## config.mk

```make
export PLATFORM = sky130hd
export DESIGN_NAME = arbr_readout
export DESIGN_NICKNAME = d
export VERILOG_FILES = /design/src/rtl/arbr_pkg.sv /design/src/rtl/arbr_readout.sv /design/src/rtl/arbr_fifo.sv
export VERILOG_INCLUDE_DIRS = /design/src /design/src/rtl
export SDC_FILE = /design/constraint.sdc
export NUM_CORES = 1
export LEC_CHECK = 0
export BUFFER_PORTS_ARGS = -buffer_cell sky130_fd_sc_hd__buf_2
export CORE_MARGIN = 10
export CORE_UTILIZATION = 40
export DETAILED_ROUTE_END_ITERATION = 8
export HOLD_SLACK_MARGIN = 0.1
export PLACE_DENSITY = 0.67
export SYNTH_ARGS = -nofsm -noshare
export SYNTH_HDL_FRONTEND = slang
export SYNTH_HIERARCHICAL = 1
export SYNTH_SLANG_ARGS = --single-unit
```

## constraint.sdc

```tcl
create_clock -name clk -period 2.2 [get_ports clk]
set_input_delay 0.11 -clock clk [delete_from_list [all_inputs] [get_ports clk]]
set_output_delay 0.11 -clock clk [all_outputs]
set_load 0.02 [all_outputs]
```

## src/rtl/arbr_params.svh

```systemverilog
// Timing counts, pin positions and reset values for the result readout.
// Assumes the includer runs on a 100 MHz clock.
`ifndef ARBR_PARAMS_SVH
`define ARBR_PARAMS_SVH

`define ARBR_W 16
`define ARBR_FIFO_DEPTH 4
`define ARBR_CLK_MHZ 100
// Conversion time of the core; arbitrary plain default
`define ARBR_CONV_TIME_NS 300
// Least time, rounded up to whole cycles
`define ARBR_CONV_CYCLES ((`ARBR_CONV_TIME_NS * `ARBR_CLK_MHZ + 999) / 1000)

`define ARBR_SCK_BIT 11
`define ARBR_SDO_BIT 10
`define ARBR_SDI_BIT 9

`define ARBR_SYNC_RST 8'h03
`define ARBR_OE_ALL 16'hFFFF
`define ARBR_OE_SDO 16'h0400
`define ARBR_MSB_FLIP 16'h8000

`endif

```

## src/rtl/arbr_pkg.sv

```systemverilog
// Types shared by the result readout files.
// Assumes arbr_params.svh is on the include path.
`default_nettype none
package arbr_pkg;
    typedef enum logic [1:0] {
        ARBR_IDLE = 2'h0,
        ARBR_CONV = 2'h1,
        ARBR_PUSH = 2'h3
    } arbr_state_e;
endpackage
`default_nettype wire

```

## src/rtl/arbr_readout.sv

```systemverilog
// Result readout of a 16-bit converter: busy flag, parallel and serial bus.
// Assumes the converter core holds conv_result_in steady at end of conversion.
`timescale 1ns/1ps
`default_nettype none
`include "arbr_params.svh"
module arbr_readout import arbr_pkg::*; #(
    parameter int DEPTH = `ARBR_FIFO_DEPTH,
    parameter int CONV_CYCLES = `ARBR_CONV_CYCLES
) (
    input wire logic clk,
    input wire logic sys_rst,
    input wire logic conversion_start,
    input wire logic cs_n,
    input wire logic bus_format_select,
    input wire logic reserved_format_select,
    input wire logic reserved_address_bit,
    input wire logic byte_swap_select,
    input wire logic input_range_select,
    input wire logic output_code_select,
    input wire logic [15:0] conv_result_in,
    input wire logic [15:0] bus_in,
    output logic [15:0] bus_out,
    output logic [15:0] bus_oe,
    output logic busy
);
    localparam int NS = 8;
    localparam int I_CNV = 0;
    localparam int I_CS = 1;
    localparam int I_SCK = 2;
    localparam int I_SDI = 3;
    localparam int I_MODE = 4;
    localparam int I_SWAP = 5;
    localparam int I_RNG = 6;
    localparam int I_CODE = 7;
    localparam int CW = $clog2(CONV_CYCLES + 1);

    // Straps
    function automatic logic [15:0] fmt(input logic [15:0] raw, input logic rng,
                                        input logic code);
        // Core delivers two's complement; offset and straight binary flip the MSB
        fmt = code ? (raw ^ `ARBR_MSB_FLIP) : raw;
        if (!rng && !code) begin
            fmt = raw;
        end
    endfunction

    // Input synchronisers: a change counts once stages two and three agree
    logic [NS-1:0] pins, s1_r, s2_r, s3_r, st_r, st_nxt, prev_r;
    assign pins = {output_code_select, input_range_select, byte_swap_select,
                   bus_format_select, bus_in[`ARBR_SDI_BIT], bus_in[`ARBR_SCK_BIT],
                   cs_n, conversion_start};

    always_comb begin
        st_nxt = (~(s2_r ^ s3_r) & s3_r) | ((s2_r ^ s3_r) & st_r);
    end

    always_ff @(posedge clk) begin
        if (sys_rst) begin
            s1_r <= `ARBR_SYNC_RST;
            s2_r <= `ARBR_SYNC_RST;
            s3_r <= `ARBR_SYNC_RST;
            st_r <= `ARBR_SYNC_RST;
            prev_r <= `ARBR_SYNC_RST;
        end else begin
            s1_r <= pins;
            s2_r <= s1_r;
            s3_r <= s2_r;
            st_r <= st_nxt;
            prev_r <= st_r;
        end
    end

    logic cnv_fall, cs_low, serial, rd_start, sck_rise, sck_fall;
    assign cnv_fall = prev_r[I_CNV] && !st_r[I_CNV];
    assign cs_low = !st_r[I_CS];
    assign serial = st_r[I_MODE];
    assign rd_start = prev_r[I_CS] && cs_low && serial;
    // Shift clock edges only count while selected
    assign sck_rise = cs_low && !prev_r[I_SCK] && st_r[I_SCK];
    assign sck_fall = cs_low && prev_r[I_SCK] && !st_r[I_SCK];

    // Conversion sequencing
    arbr_state_e state_r, state_nxt;
    logic [CW-1:0] cnt_r, cnt_nxt;
    logic busy_r, busy_nxt;
    logic fifo_in_ready, fifo_out_valid, fifo_pop;
    logic [15:0] fifo_out_data, coded;

    assign coded = fmt(conv_result_in, st_r[I_RNG], st_r[I_CODE]);

    always_comb begin
        state_nxt = state_r;
        cnt_nxt = cnt_r;
        case (state_r)
            ARBR_IDLE: begin
                // Start is taken without regard to chip select
                if (cnv_fall) begin
                    state_nxt = ARBR_CONV;
                    cnt_nxt = CW'(CONV_CYCLES - 1);
                end
            end
            ARBR_CONV: begin
                if (cnt_r == '0) begin
                    state_nxt = ARBR_PUSH;
                end else begin
                    cnt_nxt = cnt_r - 1'b1;
                end
            end
            ARBR_PUSH: begin
                // A full FIFO stretches busy rather than dropping the result
                if (fifo_in_ready) begin
                    state_nxt = ARBR_IDLE;
                end
            end
            default: state_nxt = ARBR_IDLE;
        endcase
        busy_nxt = (state_nxt != ARBR_IDLE);
    end

    always_ff @(posedge clk) begin
        if (sys_rst) begin
            state_r <= ARBR_IDLE;
            cnt_r <= '0;
            busy_r <= 1'b0;
        end else begin
            state_r <= state_nxt;
            cnt_r <= cnt_nxt;
            busy_r <= busy_nxt;
        end
    end

    // Words are only drained while the host is not selecting the device
    arbr_fifo #(
        .W(16),
        .DEPTH(DEPTH)
    ) u_fifo (
        .clk(clk),
        .sys_rst(sys_rst),
        .in_valid(state_r == ARBR_PUSH),
        .in_data(coded),
        .in_ready(fifo_in_ready),
        .out_valid(fifo_out_valid),
        .out_data(fifo_out_data),
        .out_ready(!cs_low)
    );
    assign fifo_pop = fifo_out_valid && !cs_low;

    // Presented word and serial shifter
    logic [15:0] word_r, word_nxt, shift_r, shift_nxt;

    always_comb begin
        word_nxt = fifo_pop ? fifo_out_data : word_r;
        shift_nxt = shift_r;
        if (rd_start) begin
            shift_nxt = word_r;
        end else if (sck_rise) begin
            // Each rise moves the word up one place and frees the bottom slot
            shift_nxt = {shift_r[14:0], 1'b0};
        end else if (sck_fall) begin
            // Chain level taken at the fall fills the freed slot, so the level
            // of the first period leaves after sixteen rises, not seventeen
            shift_nxt[0] = st_r[I_SDI];
        end
    end

    always_ff @(posedge clk) begin
        if (sys_rst) begin
            word_r <= '0;
            shift_r <= '0;
        end else begin
            word_r <= word_nxt;
            shift_r <= shift_nxt;
        end
    end

    // Pin drive
    logic [15:0] bus_out_r, bus_out_nxt, bus_oe_r, bus_oe_nxt;

    always_comb begin
        bus_out_nxt = '0;
        bus_oe_nxt = '0;
        if (cs_low) begin
            if (!serial) begin
                bus_oe_nxt = `ARBR_OE_ALL;
                bus_out_nxt = st_r[I_SWAP] ? {word_r[7:0], word_r[15:8]} : word_r;
            end else begin
                // Swap strap is ignored here
                bus_oe_nxt = `ARBR_OE_SDO;
                bus_out_nxt[`ARBR_SDO_BIT] = shift_nxt[15];
            end
        end
    end

    always_ff @(posedge clk) begin
        if (sys_rst) begin
            bus_out_r <= '0;
            bus_oe_r <= '0;
        end else begin
            bus_out_r <= bus_out_nxt;
            bus_oe_r <= bus_oe_nxt;
        end
    end

    assign bus_out = bus_out_r;
    assign bus_oe = bus_oe_r;
    assign busy = busy_r;

    a_busy_rise: assert property (@(posedge clk) disable iff (sys_rst)
        cnv_fall && state_r == ARBR_IDLE |=> busy_r) else $error("busy did not rise");
    a_busy_hold: assert property (@(posedge clk) disable iff (sys_rst)
        $rose(busy_r) |-> busy_r [*8]) else $error("busy fell too early");
    a_cs_release: assert property (@(posedge clk) disable iff (sys_rst)
        !cs_low |=> bus_oe_r == '0) else $error("bus driven while deselected");
    a_par_oe: assert property (@(posedge clk) disable iff (sys_rst)
        cs_low && !serial |=> bus_oe_r == `ARBR_OE_ALL) else $error("parallel enable wrong");
    a_ser_oe: assert property (@(posedge clk) disable iff (sys_rst)
        cs_low && serial |=> bus_oe_r == `ARBR_OE_SDO) else $error("serial enable wrong");
    a_byte_straight: assert property (@(posedge clk) disable iff (sys_rst)
        cs_low && !serial && !st_r[I_SWAP] |=> bus_out_r == $past(word_r))
        else $error("straight byte map wrong");
    a_byte_swap: assert property (@(posedge clk) disable iff (sys_rst)
        cs_low && !serial && st_r[I_SWAP] |=>
        bus_out_r == {$past(word_r[7:0]), $past(word_r[15:8])}) else $error("swap map wrong");
    a_sdo_msb: assert property (@(posedge clk) disable iff (sys_rst)
        rd_start |=> bus_out_r[`ARBR_SDO_BIT] == $past(word_r[15])) else $error("MSB not first");
    a_reset_abort: assert property (@(posedge clk)
        sys_rst |=> !busy_r && bus_oe_r == '0) else $error("reset did not abort");
endmodule
`default_nettype wire

```

## src/rtl/arbr_fifo.sv

```systemverilog
// Small flip-flop FIFO between finished conversions and the output word.
// Assumes one clock and a synchronous active-high reset.
`timescale 1ns/1ps
`default_nettype none
module arbr_fifo #(
    parameter int W = 16,
    parameter int DEPTH = 4
) (
    input wire logic clk,
    input wire logic sys_rst,
    input wire logic in_valid,
    input wire logic [W-1:0] in_data,
    output logic in_ready,
    output logic out_valid,
    output logic [W-1:0] out_data,
    input wire logic out_ready
);
    localparam int AW = (DEPTH > 1) ? $clog2(DEPTH) : 1;
    localparam int CW = $clog2(DEPTH + 1);

    logic [W-1:0] mem_r [DEPTH];
    logic [W-1:0] mem_nxt [DEPTH];
    logic [AW-1:0] wp_r, wp_nxt, rp_r, rp_nxt;
    logic [CW-1:0] cnt_r, cnt_nxt;
    logic push, pop;

    function automatic logic [AW-1:0] step(input logic [AW-1:0] p);
        step = (p == AW'(DEPTH - 1)) ? '0 : p + 1'b1;
    endfunction

    assign in_ready = (cnt_r != CW'(DEPTH));
    assign out_valid = (cnt_r != '0);
    assign out_data = mem_r[rp_r];
    assign push = in_valid && in_ready;
    assign pop = out_valid && out_ready;

    always_comb begin
        mem_nxt = mem_r;
        wp_nxt = wp_r;
        rp_nxt = rp_r;
        cnt_nxt = cnt_r;
        if (push) begin
            mem_nxt[wp_r] = in_data;
            wp_nxt = step(wp_r);
        end
        if (pop) begin
            rp_nxt = step(rp_r);
        end
        if (push && !pop) begin
            cnt_nxt = cnt_r + 1'b1;
        end else if (pop && !push) begin
            cnt_nxt = cnt_r - 1'b1;
        end
    end

    always_ff @(posedge clk) begin
        mem_r <= mem_nxt;
        if (sys_rst) begin
            wp_r <= '0;
            rp_r <= '0;
            cnt_r <= '0;
        end else begin
            wp_r <= wp_nxt;
            rp_r <= rp_nxt;
            cnt_r <= cnt_nxt;
        end
    end
endmodule
`default_nettype wire

```

==> out/metrics.cfg <==
[power]
power.density_nw_per_um2=1030
sequentialPowerShare_pct=46.2
internal_power_mw=5.63
vdd_drop_max_mv=0.643
clkPwrFrac_pct=39.0
switching_power_mw=1.91
power.leakage_nw=2.66
total_power_mw=7.54
p_comb_share_pct=14.8
p_sw_share_pct=25.4

[synth]
synth_cells=496
synth_edf_count=64
ys_seq_elements=160
ys_seq_area_share_pct=63.1
syn_area_per_cell_sq_um=12.3
yosysWarnings=6
syn_nets=546
ys.flop_type=dfxtp_1
syn_area_sq_um=6090
async_flop_share_pct=0
synth_cell_types=48

[clock_tree]
cts_made_buffers=17
insertion_delay_ns=0.43
cts_num_sinks=160
cts_root_buffer=clkbuf_16
cts_tree=yes
cts_max_level=4
clockBufferDepth=2
path_clk_slew_ns=0.06

[place]
routabilityCongestion=0.782
place_hpwl_um=7650
port_buffers=57

[grt]
grt_pass1_wl_um=18800
antenna_found_initial=0
grt_max_degree=27
grt_pass1_vias=3842
grt_remaining_overflow=0
grt_usage_pct=11.7

[cells_and_area]
layout_commonest_cell=dfxtp_1
most-common-layout-cells=dfxtp_1, nand2_1, edfxtp_1
nNetsFinal=621
drive_gt1_share_pct=25.4
area_growth_pct=20.7
fillers=1301

[timing]
setup_violations=0
hold_viol=0
worst_pin_slew_ns=0.616
maxSlewHeadroom_pct=58.9
min_period_ns=2.15
fin_skew_ns=0.00751
clock.fmax_ghz=0.466
min_period_over_period_pct=97.6
final_max_slew_viol_count=0
hold_slack_ns=0.411

[route]
drc=0
wirelength_um=11600
via_count=3816
routedWlPerCell_um=15.0
detail-route-antenna-nets=0
via_per_inst=4.94
drt_iter0_markers=228
firstDrtPassIters=4

[worst_setup_path]
crit_type=flop to flop
reg2reg_slack_ns=0.05
max_stage_delay_ns=0.42
r2r_start=u_fifo/cnt_r[1]$_SDFFE_PP0P_
start_kind=flop
cp_top_family=simple AND/OR/NAND/NOR gates
crit_fanout=5
arrival_ns=2.51
worstPathCellList=or3b_1, and2_4, ha_2, inv_1, fa_1, xor2_1, or3_2, a21oi_2
critPathBufInv=1
end_kind=flop
slowest_stage=or3_2
r2r-end=u_fifo/cnt_r[2]$_SDFFE_PP0P_
required_ns=2.56
rr_worst_depth=8

[floorplanning]
start_util_pct=40.4
rows=45
fp.dieW_um=143
ios=75
die_h_um=143
dieArea_sq_um=20600
core_area_sq_um=15100

[run_status]
outcome=completed

[hold_path]
holdPathStages=3
hold_path_class=input port to flop
hold_path_end=s1_r[0]$_SDFF_PP1_
hp-start=conversion_start

[run]
cap_violations=0

[power groups by stage]
| stage | Sequential [mW] | Clock (mW) | Combinational, mW |
|---|---|---|---|
| after floorplan | 3.45 | 0 | 0.856 |
| after global placement | 3.52 | 0 | 1.04 |
| after detailed placement | 3.53 | 0 | 1.06 |
| after CTS | 3.48 | 2.99 | 1.10 |
| after global routing | 3.51 | 3.12 | 1.24 |
| final | 3.49 | 2.94 | 1.11 |
[tightest hold or removal path, cell delays in order]
cell and delay (ns):
dlygate4sd3_1 0.52, buf_2 0.09, or2_2 0.09
[cell usage after synthesis (5+ instances only)]
| master | instances | share of area, % |
|---|---|---|
| nor2_1 | 44 | 2.7 |
| clkbuf_1 | 8 | 0.49 |
| a311oi_1 | 13 | 1.9 |
| dfxtp_1 | 96 | 32 |
| edfxtp_1 | 64 | 32 |
| nand2_1 | 71 | 4.4 |
| buf_2 | 10 | 0.82 |
| inv_1 | 9 | 0.55 |
| ha_1 | 7 | 1.4 |
| nor2b_1 | 17 | 1.7 |
| buf_4 | 18 | 2.2 |
| nand2b_1 | 5 | 0.51 |
| o21ai_0 | 7 | 0.57 |
| or2_2 | 7 | 0.72 |
| a21oi_1 | 28 | 2.3 |
| mux2i_1 | 19 | 3.1 |
| mux4_2 | 16 | 5.9 |
[through the flow]
step           setup WS [ns]  setup TNS, ns  util, %  std cells  instance area [sq um]
2_1_floorplan         0.0119              0        -        496                   6090
3_3_place_gp           0.109              0     42.8        712                   6450
3_5_place_dp         -0.0200        -0.0200     42.8        712                   6450
4_1_cts              0.00172              0     48.5        770                   7320
5_1_grt              -0.0252        -0.0252     48.7        771                   7350
6_report              0.0533              0     48.8        772                   7360
[final cells by class]
type                       instances  area [sq um]  area share [%]
clock buffer                      21           453            6.16
sequential                       160          3850            52.4
multi-input combinational        286          1990            27.0
timing repair buffer              97           653            8.88
inverter                           9          33.8           0.459
clock inverter                    10           136            1.85
antenna                            1          2.50          0.0340
tap                              188           235            3.20
[registers in the layout (all words and copies together) (netlist names), named ones only]
name          cells
busy              1
u_fifo/wp_r       2
state_r           2
s2_r              7
s1_r              7
u_fifo/mem_r     64
s3_r              7
u_fifo/rp_r       2
word_r           16
shift_r          16
cnt_r             5
bus_out          16
prev_r            3
u_fifo/cnt_r      3
bus_oe            2
[kinds of logic (layout without fill, tap and decap cells)]
group | count (synthesis) | after routing | share of synthesized area (%)
other cells | 0 | 1 | 0
simple gates | 170 | 170 | 13.1
flops | 160 | 160 | 63.1
buf+inv | 50 | 137 | 4.66
fa+ha+maj | 8 | 8 | 1.77
mux | 36 | 36 | 9.28
xor+xnor | 3 | 3 | 0.431
compound gates | 69 | 69 | 7.68
[metal layers]
metal	routed length (um)	global-route usage [%]	share of wire [%]
met1	5120	13.6	44
met2	5730	19.0	50
met3	479	3.73	4.1
met4	251	5.91	2.2
met5	0	0	0
[worst max-delay path by stage]
stage	startpoint	endpoint	slack (ns)	cells past startpoint
CTS	u_fifo/cnt_r[1]$_SDFFE_PP0P_	u_fifo/cnt_r[2]$_SDFFE_PP0P_	0.002	8
floorplan	u_fifo/cnt_r[0]$_SDFFE_PP0P_	u_fifo/cnt_r[2]$_SDFFE_PP0P_	0.01	7
global placement	state_r[0]$_SDFF_PP0_	u_fifo/cnt_r[2]$_SDFFE_PP0P_	0.11	9
detailed placement	u_fifo/cnt_r[0]$_SDFFE_PP0P_	u_fifo/cnt_r[2]$_SDFFE_PP0P_	-0.02	7
finish	u_fifo/cnt_r[1]$_SDFFE_PP0P_	u_fifo/cnt_r[2]$_SDFFE_PP0P_	0.05	8
global route	u_fifo/cnt_r[1]$_SDFFE_PP0P_	u_fifo/cnt_r[2]$_SDFFE_PP0P_	-0.03	8
[timing repair]
action,CTS,global route
hold buffers,27,0
setup endpoints to repair,1,1
resized for setup,3,8
pin swaps,0,1
setup buffers,0,1
endpoints found under the hold margin,72,0
No activity file was read; power rests on OpenSTA's default activity.
